===== src/wcc_defs.svh =====
`ifndef WCC_DEFS_SVH
`define WCC_DEFS_SVH
// Link clock period in ns and local clock period in ns
`define WCC_LINK_PERIOD_NS 40
`define WCC_MCLK_NS 5
// Local clock cycles per half link clock
`define WCC_LINK_HALF (`WCC_LINK_PERIOD_NS / (2 * `WCC_MCLK_NS))
// Beats of a frame with and without checksum
`define WCC_BEATS_CRC 4'ha
`define WCC_BEATS_PLAIN 4'h8
`define WCC_BEAT_CRC_LO 4'h8
`define WCC_BEAT_CRC_HI 4'h9
// Forbidden command spacings in link clocks
`define WCC_GAP_PRE1 4'h4
`define WCC_GAP_PRE2 4'h6
// Link clocks to watch the alert after a frame
`define WCC_ALERT_WIN 5'h10
// Checksum polynomial low terms, x^2 + x + 1
`define WCC_POLY 8'h07
`define WCC_CRC_INIT 8'h00
`endif


===== src/wcc_pkg.sv =====
package wcc_pkg;
  typedef enum logic [2:0] {
    WCC_IDLE = 3'b000,
    WCC_CMD = 3'b001,
    WCC_SEND = 3'b011,
    WCC_CHECK = 3'b010,
    WCC_SPACE = 3'b110
  } wcc_state_t;
  typedef logic [71:0] wcc_word_t;
endpackage


===== src/wcc_host.sv =====
`timescale 1ns/1ps
`include "wcc_defs.svh"
// Behaviour
// - Checksum is 8-bit, combinational XOR tree over a 72-bit code word.
// - Generator polynomial is x^8 + x^2 + x + 1.
// - Bit 71 is the first bit shifted into the serial view.
// - Checksum register starts from all zeros.
// - Four-bit width: 32 data bits, bits 71 to 32 forced to ones.
// - Eight-bit width: 64 data bits, top 8 carry mask/inversion or ones.
// - Eight/sixteen-bit widths: controller drives ones in beat 9.
// - Without masking, controller rewrites good data over errored writes.
// - Controller never enables write inversion together with masking.
// - No command spacing of 4 (one-clock) or 6 (two-clock preamble).
// - With checksum on, no page writes and no per-device addressing.
// - Checksum bursts are sequential, low three column bits zero.
// - Each checksum bit equals the XOR of its published data set.
module wcc_host (
  input wire logic mclk,
  input wire logic rst_b,
  input wire logic wr_req,
  input wire logic [9:0] wr_col,
  input wire logic [63:0] wr_data,
  input wire logic [7:0] wr_byte_mask_n,
  input wire logic cfg_x4,
  input wire logic cfg_crc_en,
  input wire logic cfg_dm_en,
  input wire logic cfg_dbi_en,
  input wire logic cfg_pre2,
  input wire logic cfg_mpr,
  input wire logic cfg_per_dev,
  output logic wr_ready,
  output logic wr_refused,
  output logic wr_done,
  output logic wr_rewrite,
  output logic link_ck,
  output logic wr_cmd,
  output logic [9:0] col_addr,
  output logic [7:0] dq_o,
  output logic dq_oe,
  output logic write_byte_mask_n,
  output logic write_byte_mask_oe,
  input wire logic alert_n
);
  import wcc_pkg::*;

  // ****************
  // Checksum tree
  // ****************
  function automatic logic [7:0] wcc_crc(input wcc_word_t d);
    logic [7:0] c;
    logic fb;
    c = `WCC_CRC_INIT;
    fb = 1'b0;
    for (int i = 71; i >= 0; i--) begin
      fb = c[7] ^ d[i];
      c = {c[6:0], 1'b0} ^ (fb ? `WCC_POLY : 8'h00);
    end
    return c;
  endfunction

  // Inverts a beat when more than four lanes would be low
  function automatic logic wcc_invert(input logic [7:0] beat);
    int zeros;
    zeros = 0;
    for (int i = 0; i < 8; i++) begin
      zeros = zeros + (beat[i] ? 0 : 1);
    end
    return zeros > 4;
  endfunction

  // ****************
  // Link clock divider
  // ****************
  localparam logic [2:0] HALF = 3'(`WCC_LINK_HALF - 1);
  logic [2:0] div;
  logic tick;

  always_ff @(posedge mclk or negedge rst_b) begin
    if (!rst_b) begin
      div <= 3'h0;
      link_ck <= 1'b0;
    end else if (div == HALF) begin
      div <= 3'h0;
      link_ck <= ~link_ck;
    end else begin
      div <= div + 3'h1;
    end
  end

  // Beats launch on the falling link edge
  assign tick = (div == HALF) && link_ck;

  // ****************
  // Alert synchroniser
  // ****************
  logic alert_m;
  logic alert_s;

  always_ff @(posedge mclk or negedge rst_b) begin
    if (!rst_b) begin
      alert_m <= 1'b1;
      alert_s <= 1'b1;
    end else begin
      alert_m <= alert_n;
      alert_s <= alert_m;
    end
  end

  // ****************
  // Code word build
  // ****************
  wcc_word_t next_word;
  logic refuse;
  logic accept;

  always_comb begin
    logic [7:0] beat;
    logic inv;
    beat = 8'h00;
    inv = 1'b0;
    next_word = '1;
    for (int b = 0; b < 8; b++) begin
      for (int l = 0; l < 8; l++) begin
        beat[l] = wr_data[l*8+b];
      end
      inv = cfg_dbi_en && !cfg_x4 && wcc_invert(beat);
      for (int l = 0; l < 8; l++) begin
        if (!cfg_x4 || l < 4) begin
          next_word[l*8+b] = beat[l] ^ inv;
        end
      end
      if (!cfg_x4 && cfg_dbi_en) begin
        next_word[64+b] = ~inv;
      end else if (!cfg_x4 && cfg_dm_en) begin
        next_word[64+b] = wr_byte_mask_n[b];
      end
    end
  end

  assign refuse = (cfg_dm_en && cfg_dbi_en)
    || (cfg_crc_en && (cfg_mpr || cfg_per_dev));
  assign accept = wr_req && wr_ready;

  // ****************
  // Frame sequencer
  // ****************
  wcc_state_t state;
  wcc_word_t word;
  logic [7:0] crc;
  logic [3:0] beat_cnt;
  logic [3:0] gap;
  logic [4:0] watch;
  logic err_seen;
  logic [3:0] last_beat;
  logic [3:0] bad_gap;

  assign last_beat = cfg_crc_en ? `WCC_BEATS_CRC - 4'h1
                                : `WCC_BEATS_PLAIN - 4'h1;
  assign bad_gap = cfg_pre2 ? `WCC_GAP_PRE2 : `WCC_GAP_PRE1;

  always_ff @(posedge mclk or negedge rst_b) begin
    if (!rst_b) begin
      word <= '1;
      crc <= 8'h00;
      col_addr <= 10'h000;
    end else if (accept && !refuse) begin
      word <= next_word;
      crc <= wcc_crc(next_word);
      col_addr <= cfg_crc_en ? {wr_col[9:3], 3'h0} : wr_col;
    end
  end

  always_ff @(posedge mclk or negedge rst_b) begin
    if (!rst_b) begin
      gap <= 4'hf;
    end else if (tick && state == WCC_CMD && gap != bad_gap) begin
      gap <= 4'h1;
    end else if (tick && gap != 4'hf) begin
      gap <= gap + 4'h1;
    end
  end

  always_ff @(posedge mclk or negedge rst_b) begin
    if (!rst_b) begin
      state <= WCC_IDLE;
      beat_cnt <= 4'h0;
      watch <= 5'h00;
      err_seen <= 1'b0;
      wr_ready <= 1'b0;
      wr_refused <= 1'b0;
      wr_done <= 1'b0;
      wr_rewrite <= 1'b0;
    end else begin
      wr_refused <= accept && refuse;
      wr_done <= 1'b0;
      wr_rewrite <= 1'b0;
      wr_ready <= (state == WCC_IDLE) && !accept;
      case (state)
        WCC_IDLE: begin
          if (accept && !refuse) begin
            state <= WCC_CMD;
          end
        end
        WCC_CMD: begin
          if (tick && gap == bad_gap) begin
            state <= WCC_SPACE;
          end else if (tick) begin
            state <= WCC_SEND;
            beat_cnt <= 4'h0;
          end
        end
        WCC_SPACE: begin
          if (tick) begin
            state <= WCC_CMD;
          end
        end
        WCC_SEND: begin
          if (tick && beat_cnt == last_beat) begin
            state <= cfg_crc_en ? WCC_CHECK : WCC_IDLE;
            wr_done <= !cfg_crc_en;
            watch <= 5'h00;
            err_seen <= 1'b0;
          end else if (tick) begin
            beat_cnt <= beat_cnt + 4'h1;
          end
        end
        WCC_CHECK: begin
          if (!alert_s) begin
            err_seen <= 1'b1;
          end
          if (tick && watch == `WCC_ALERT_WIN - 5'h1) begin
            if (err_seen || !alert_s) begin
              state <= WCC_CMD;
              wr_rewrite <= 1'b1;
            end else begin
              state <= WCC_IDLE;
              wr_done <= 1'b1;
            end
          end else if (tick) begin
            watch <= watch + 5'h1;
          end
        end
        default: begin
          state <= WCC_IDLE;
        end
      endcase
    end
  end

  // ****************
  // Pin drive
  // ****************
  logic [3:0] next_beat;
  assign next_beat = (state == WCC_CMD) ? 4'h0 : beat_cnt + 4'h1;

  always_ff @(posedge mclk or negedge rst_b) begin
    if (!rst_b) begin
      wr_cmd <= 1'b0;
      dq_o <= 8'hff;
      dq_oe <= 1'b0;
      write_byte_mask_n <= 1'b1;
      write_byte_mask_oe <= 1'b0;
    end else if (tick) begin
      wr_cmd <= (state == WCC_CMD) && (gap != bad_gap);
      dq_oe <= 1'b0;
      write_byte_mask_oe <= 1'b0;
      dq_o <= 8'hff;
      write_byte_mask_n <= 1'b1;
      if (state == WCC_CMD && gap != bad_gap
          || state == WCC_SEND && beat_cnt != last_beat) begin
        dq_oe <= 1'b1;
        write_byte_mask_oe <= !cfg_x4 && (cfg_dm_en || cfg_dbi_en);
        if (next_beat < `WCC_BEAT_CRC_LO) begin
          for (int l = 0; l < 8; l++) begin
            dq_o[l] <= (cfg_x4 && l >= 4) ? 1'b1 : word[l*8+next_beat];
          end
          write_byte_mask_n <= word[64+next_beat];
        end else if (next_beat == `WCC_BEAT_CRC_LO) begin
          dq_o <= cfg_x4 ? {4'hf, crc[3:0]} : crc;
        end else begin
          dq_o <= cfg_x4 ? {4'hf, crc[7:4]} : 8'hff;
        end
      end
    end
  end

endmodule


===== config.mk =====
export PLATFORM = sky130hd
export DESIGN_NAME = wcc_host
export DESIGN_NICKNAME = d
export VERILOG_FILES = /design/src/wcc_pkg.sv /design/src/wcc_host.sv
export VERILOG_INCLUDE_DIRS = /design/src /design/src/src
export SDC_FILE = /design/constraint.sdc
export NUM_CORES = 1
export LEC_CHECK = 0
export BUFFER_PORTS_ARGS = -buffer_cell sky130_fd_sc_hd__buf_2
export CORE_MARGIN = 5
export CORE_UTILIZATION = 60
export CTS_CLUSTER_DIAMETER = 80
export DETAILED_ROUTE_END_ITERATION = 10
export PLACE_DENSITY = 0.81
export SETUP_SLACK_MARGIN = 0.4
export SLEW_MARGIN = 25
export SYNTH_ARGS = -nofsm -noshare
export SYNTH_HDL_FRONTEND = slang
export SYNTH_SLANG_ARGS = --single-unit

===== constraint.sdc =====
create_clock -name mclk -period 4.75 [get_ports mclk]
set_input_delay 0.2375 -clock mclk [delete_from_list [all_inputs] [get_ports mclk]]
set_output_delay 0.2375 -clock mclk [all_outputs]
set_load 0.05 [all_outputs]

==> metrics.md <==
| Metric | Value |
|---|---|
| Post-layout net count | `1650` |
| Critical path launch point type | `input pin` |
| Clock transition at the registers of the reported paths | `70 ps` |
| DR WL/cell | `26.1 µm` |
| Proportion of synthesized chip area in sequential cells | `0.303` |
| Syn_area_per_cell | `9.88 µm²` |
| Final worst-path setup slack | `-2150 ps` |
| Crit Path Max Fanout | `4` |
| CTS HTree Levels | `4` |
| Maximum clock insertion buffer count | `2` |
| Final period utilization | `1.45` |
| Critical register-to-register path endpoint | `dq_o[5]` |
| Violated checks | `negative setup slack` |
| Biggest area consumer among synthesized cells | `sky130_fd_sc_hd__dfstp_2` |
| Post-synthesis async set-or-reset flop share | `1.00` |
| CTS Buf Count | `17` |
| Sort of element at the end of the critical path | `register` |
| Highest clock rate | `approximately 0.14 GHz` |
| Measured slew at the worst slew-check pin | `1100 ps` |
| Detailed-route wire length | `around 45000 µm` |
| # fillers | `849` |
| Compound-gate portion of the synthesized area | `0.113` |
| Clock latency reported for the late side of the worst-skew pair | `440 ps` |
| RSZ-0062 raised after global routing | `true` |
| Post-synth top area share | `0.208` |
| Detailed Routing Iterations Pass 1 | `6` |
| Worst clock skew | `between 15 and 20 ps` |
| Starting density of the core | `0.611` |
| Hold path startpoint | `wr_col[6]` |
| Number of sinks handled by clock tree synthesis | `roughly 130` |
| Synth unique cells | `66` |
| WP data required | `5110 ps` |
| Total congestion overflow | `0` |
| Buffers on Ports | `119` |
| Final slew viol count | `0` |
| HPWL after detailed placement | `27500 µm` |
| Leading register cell type out of synthesis | `sky130_fd_sc_hd__dfstp_2` |
| Post-Synthesis Net Count | `1268` |
| Hold Path End | `col_addr[6]` |
| Maximum number of pins on one net before global-route repair | `77` |
| Die footprint | `between 20000 and 25000 µm²` |
| Remaining number of nets flagged by the antenna check after routing | `0` |
| Source of the worst register-to-register timing path | `state[2]` |
| Horizontal extent of the die | `145 µm` |
| Post-synthesis share of cell area spent on full adders, half adders and majority gates | `0.0912` |
| Y dimension of the die | `145 µm` |
| Result of the run | `finished with violations` |
| Parity-gate share of the synthesized area counting xor and xnor cells | `0.302` |
| Fraction of synthesized area in multiplexers | `0.00944` |
| Worst hold path class | `in -> reg` |
| Max-cap violations | `0` |
| Diodes inserted | `0` |
| Synthesized instance count | `around 1100` |
| Floorplan core area | `approximately 18000 µm²` |
| Area growth from synthesis to final layout | `38.6%` |
| Count of final hold-check violations | `0` |
| Placer Congestion | `1.03` |
| Worst reg-to-reg path cell count | `9` |
| Min Clock Period, post-route | `6900 ps` |
| Most common cell after layout, fill and taps aside | `sky130_fd_sc_hd__buf_4` |
| Normalized max-slew margin | `0.266` |
| Post-synthesis register bit count | `129` |
| Count of unresolved DRC violations after routing | `0` |
| Largest family of logic cells by synthesized area | `XOR/XNOR gates` |
| Root Driver | `sky130_fd_sc_hd__clkbuf_16` |
| Area fraction in and, or, nand and nor cells after synthesis | `0.138` |
| Highest-count cells in the layout ignoring fill and taps | `sky130_fd_sc_hd__buf_4 (280), sky130_fd_sc_hd__nand2_1 (192), sky130_fd_sc_hd__buf_2 (116), sky130_fd_sc_hd__xnor2_1 (103), sky130_fd_sc_hd__dfstp_2 (87)` |
| Post-Synthesis Cell Area | `11000 µm²` |
| Number of placement rows | `slightly below 50` |
| Category of the most critical setup path | `in -> reg` |
| Vias in the first global route | `~11000` |
| Vias per Instance | `6.30` |
| Leading cell types by total area after synthesis | `sky130_fd_sc_hd__dfstp_2 (21%), sky130_fd_sc_hd__xnor2_1 (11%), sky130_fd_sc_hd__xnor3_1 (10%)` |
| Top-level I/O count | `120` |
| Final setup violation count | `8` |
| Final instance area | `15300 µm²` |
| Placement Cell Area | `13700 µm²` |
| Number of vias after detailed routing | `~11000` |
| Number of enable-type register cells in the synthesized netlist | `0` |
| TritonCTS clock tree | `yes` |
| Aggregate global-route resource usage | `0.374` |
| Number of antenna violations at the first check in global routing | `0` |
| Global-route wire length before repair | `61100 µm` |
| Worst hold path cell count | `3` |
| Register-to-register path setup slack | `1920 ps` |
| Number of warnings issued by yosys | `0` |
| Signal arrival time at the worst endpoint | `7260 ps` |
| Iteration-0 DRC count of the detailed router | `1828` |
| Fraction of layout instances using a drive strength above 1 | `0.442` |
==> layout make-up <==
cell class | instances | area (µm²) | area share
clock buffer | 24 | 482 | 0.0316
inverter | 66 | 248 | 0.0162
clock inverter | 7 | 62.6 | 0.00410
timing repair buffer | 414 | 2920 | 0.191
tap | 229 | 287 | 0.0188
sequential | 129 | 3340 | 0.219
multi-input combinational | 868 | 7920 | 0.519
==> Yosys cell counts (all sizes together), types with 8 or more instances <==
library cell  number
nand2            192
xnor2            158
dfstp             87
o21ai             76
nor2              72
inv               66
xnor3             55
dfrtp             42
xor2              40
a21oi             38
clkbuf            37
fa                32
ha                29
a211oi            21
and2              18
buf               14
a31oi             11
nand3             11
nor3               9
a311oi             8
o22a               8
==> critical path, stage by stage <==
cell and delay (ps):
sky130_fd_sc_hd__buf_8 100, sky130_fd_sc_hd__fa_1 550, sky130_fd_sc_hd__inv_2 80, sky130_fd_sc_hd__fa_1 470, sky130_fd_sc_hd__fa_1 550, sky130_fd_sc_hd__ha_2 230, sky130_fd_sc_hd__fa_2 450, sky130_fd_sc_hd__nor2_2 120
sky130_fd_sc_hd__o32ai_2 90, sky130_fd_sc_hd__buf_4 170, sky130_fd_sc_hd__nor2_4 140, sky130_fd_sc_hd__xnor3_1 490, sky130_fd_sc_hd__xnor3_2 520, sky130_fd_sc_hd__xnor2_2 530, sky130_fd_sc_hd__xnor3_1 480, sky130_fd_sc_hd__xor2_2 280
sky130_fd_sc_hd__xor2_1 220, sky130_fd_sc_hd__xnor3_1 470, sky130_fd_sc_hd__xor2_2 210, sky130_fd_sc_hd__buf_4 150, sky130_fd_sc_hd__xnor2_1 170, sky130_fd_sc_hd__xor3_1 430, sky130_fd_sc_hd__o21ai_1 130
==> state kept, by name, indices dropped and copies added (netlist names), 3 cells and up <==
signal,count
dq_o,8
state,3
div,3
word,72
crc,8
beat_cnt,4
col_addr,10
gap,4
watch,5
==> stage by stage <==
step	instances	setup WS (ps)	util	hold slack, ps	setup TNS [ps]
4_1_cts	1732	-1570	0.832	4.85	-11880
3_3_place_gp	1661	-2070	0.761	345	-16060
2_1_floorplan	1114	-1650	-	-58.1	-12290
3_5_place_dp	1661	-2310	0.761	346	-17890
5_1_grt	1737	-2180	0.846	16.2	-16440
6_report	1737	-2150	0.846	16.0	-16350
==> what timing repair did <==
item / in CTS / in global routing
resized for setup: 77 / 30
setup buffers: 36 / 4
endpoints found under the setup margin: 8 / 8
hold endpoints to repair: 16 / 0
hold buffers: 4 / 0
pin swaps: 64 / 21
==> worst max-delay path by stage <==
stage | from | end | slack, ps
6_report | wr_data[2] | crc[5] | -2150
5_1_grt | wr_data[2] | crc[5] | -2180
4_1_cts | wr_data[6] | crc[2] | -1570
3_5_place_dp | wr_data[7] | crc[7] | -2310
3_3_place_gp | wr_data[3] | crc[5] | -2070
2_1_floorplan | wr_data[2] | crc[0] | -1650
==> routing by layer <==
layer  global-route usage  wire (µm)  vias up
li1                     -          -     4467
met1                0.446      15000     5116
met2                0.589      20100     1006
met3                0.105       5660      349
met4                0.255       4540        0
met5                    0          0        -
==> cell families after synthesis <==
kind of cell | count (synthesis)
XOR/XNOR | 260
AO/OA/AOI/OAI | 193
multiplexers | 9
buffers and inverters | 117
adder cells (fa/ha/maj) | 61
flip-flops | 129
AND/OR/NAND/NOR | 345
Power is not shown: default switching activity piles up to over one toggle a cycle in this logic, so the estimate is an artifact.
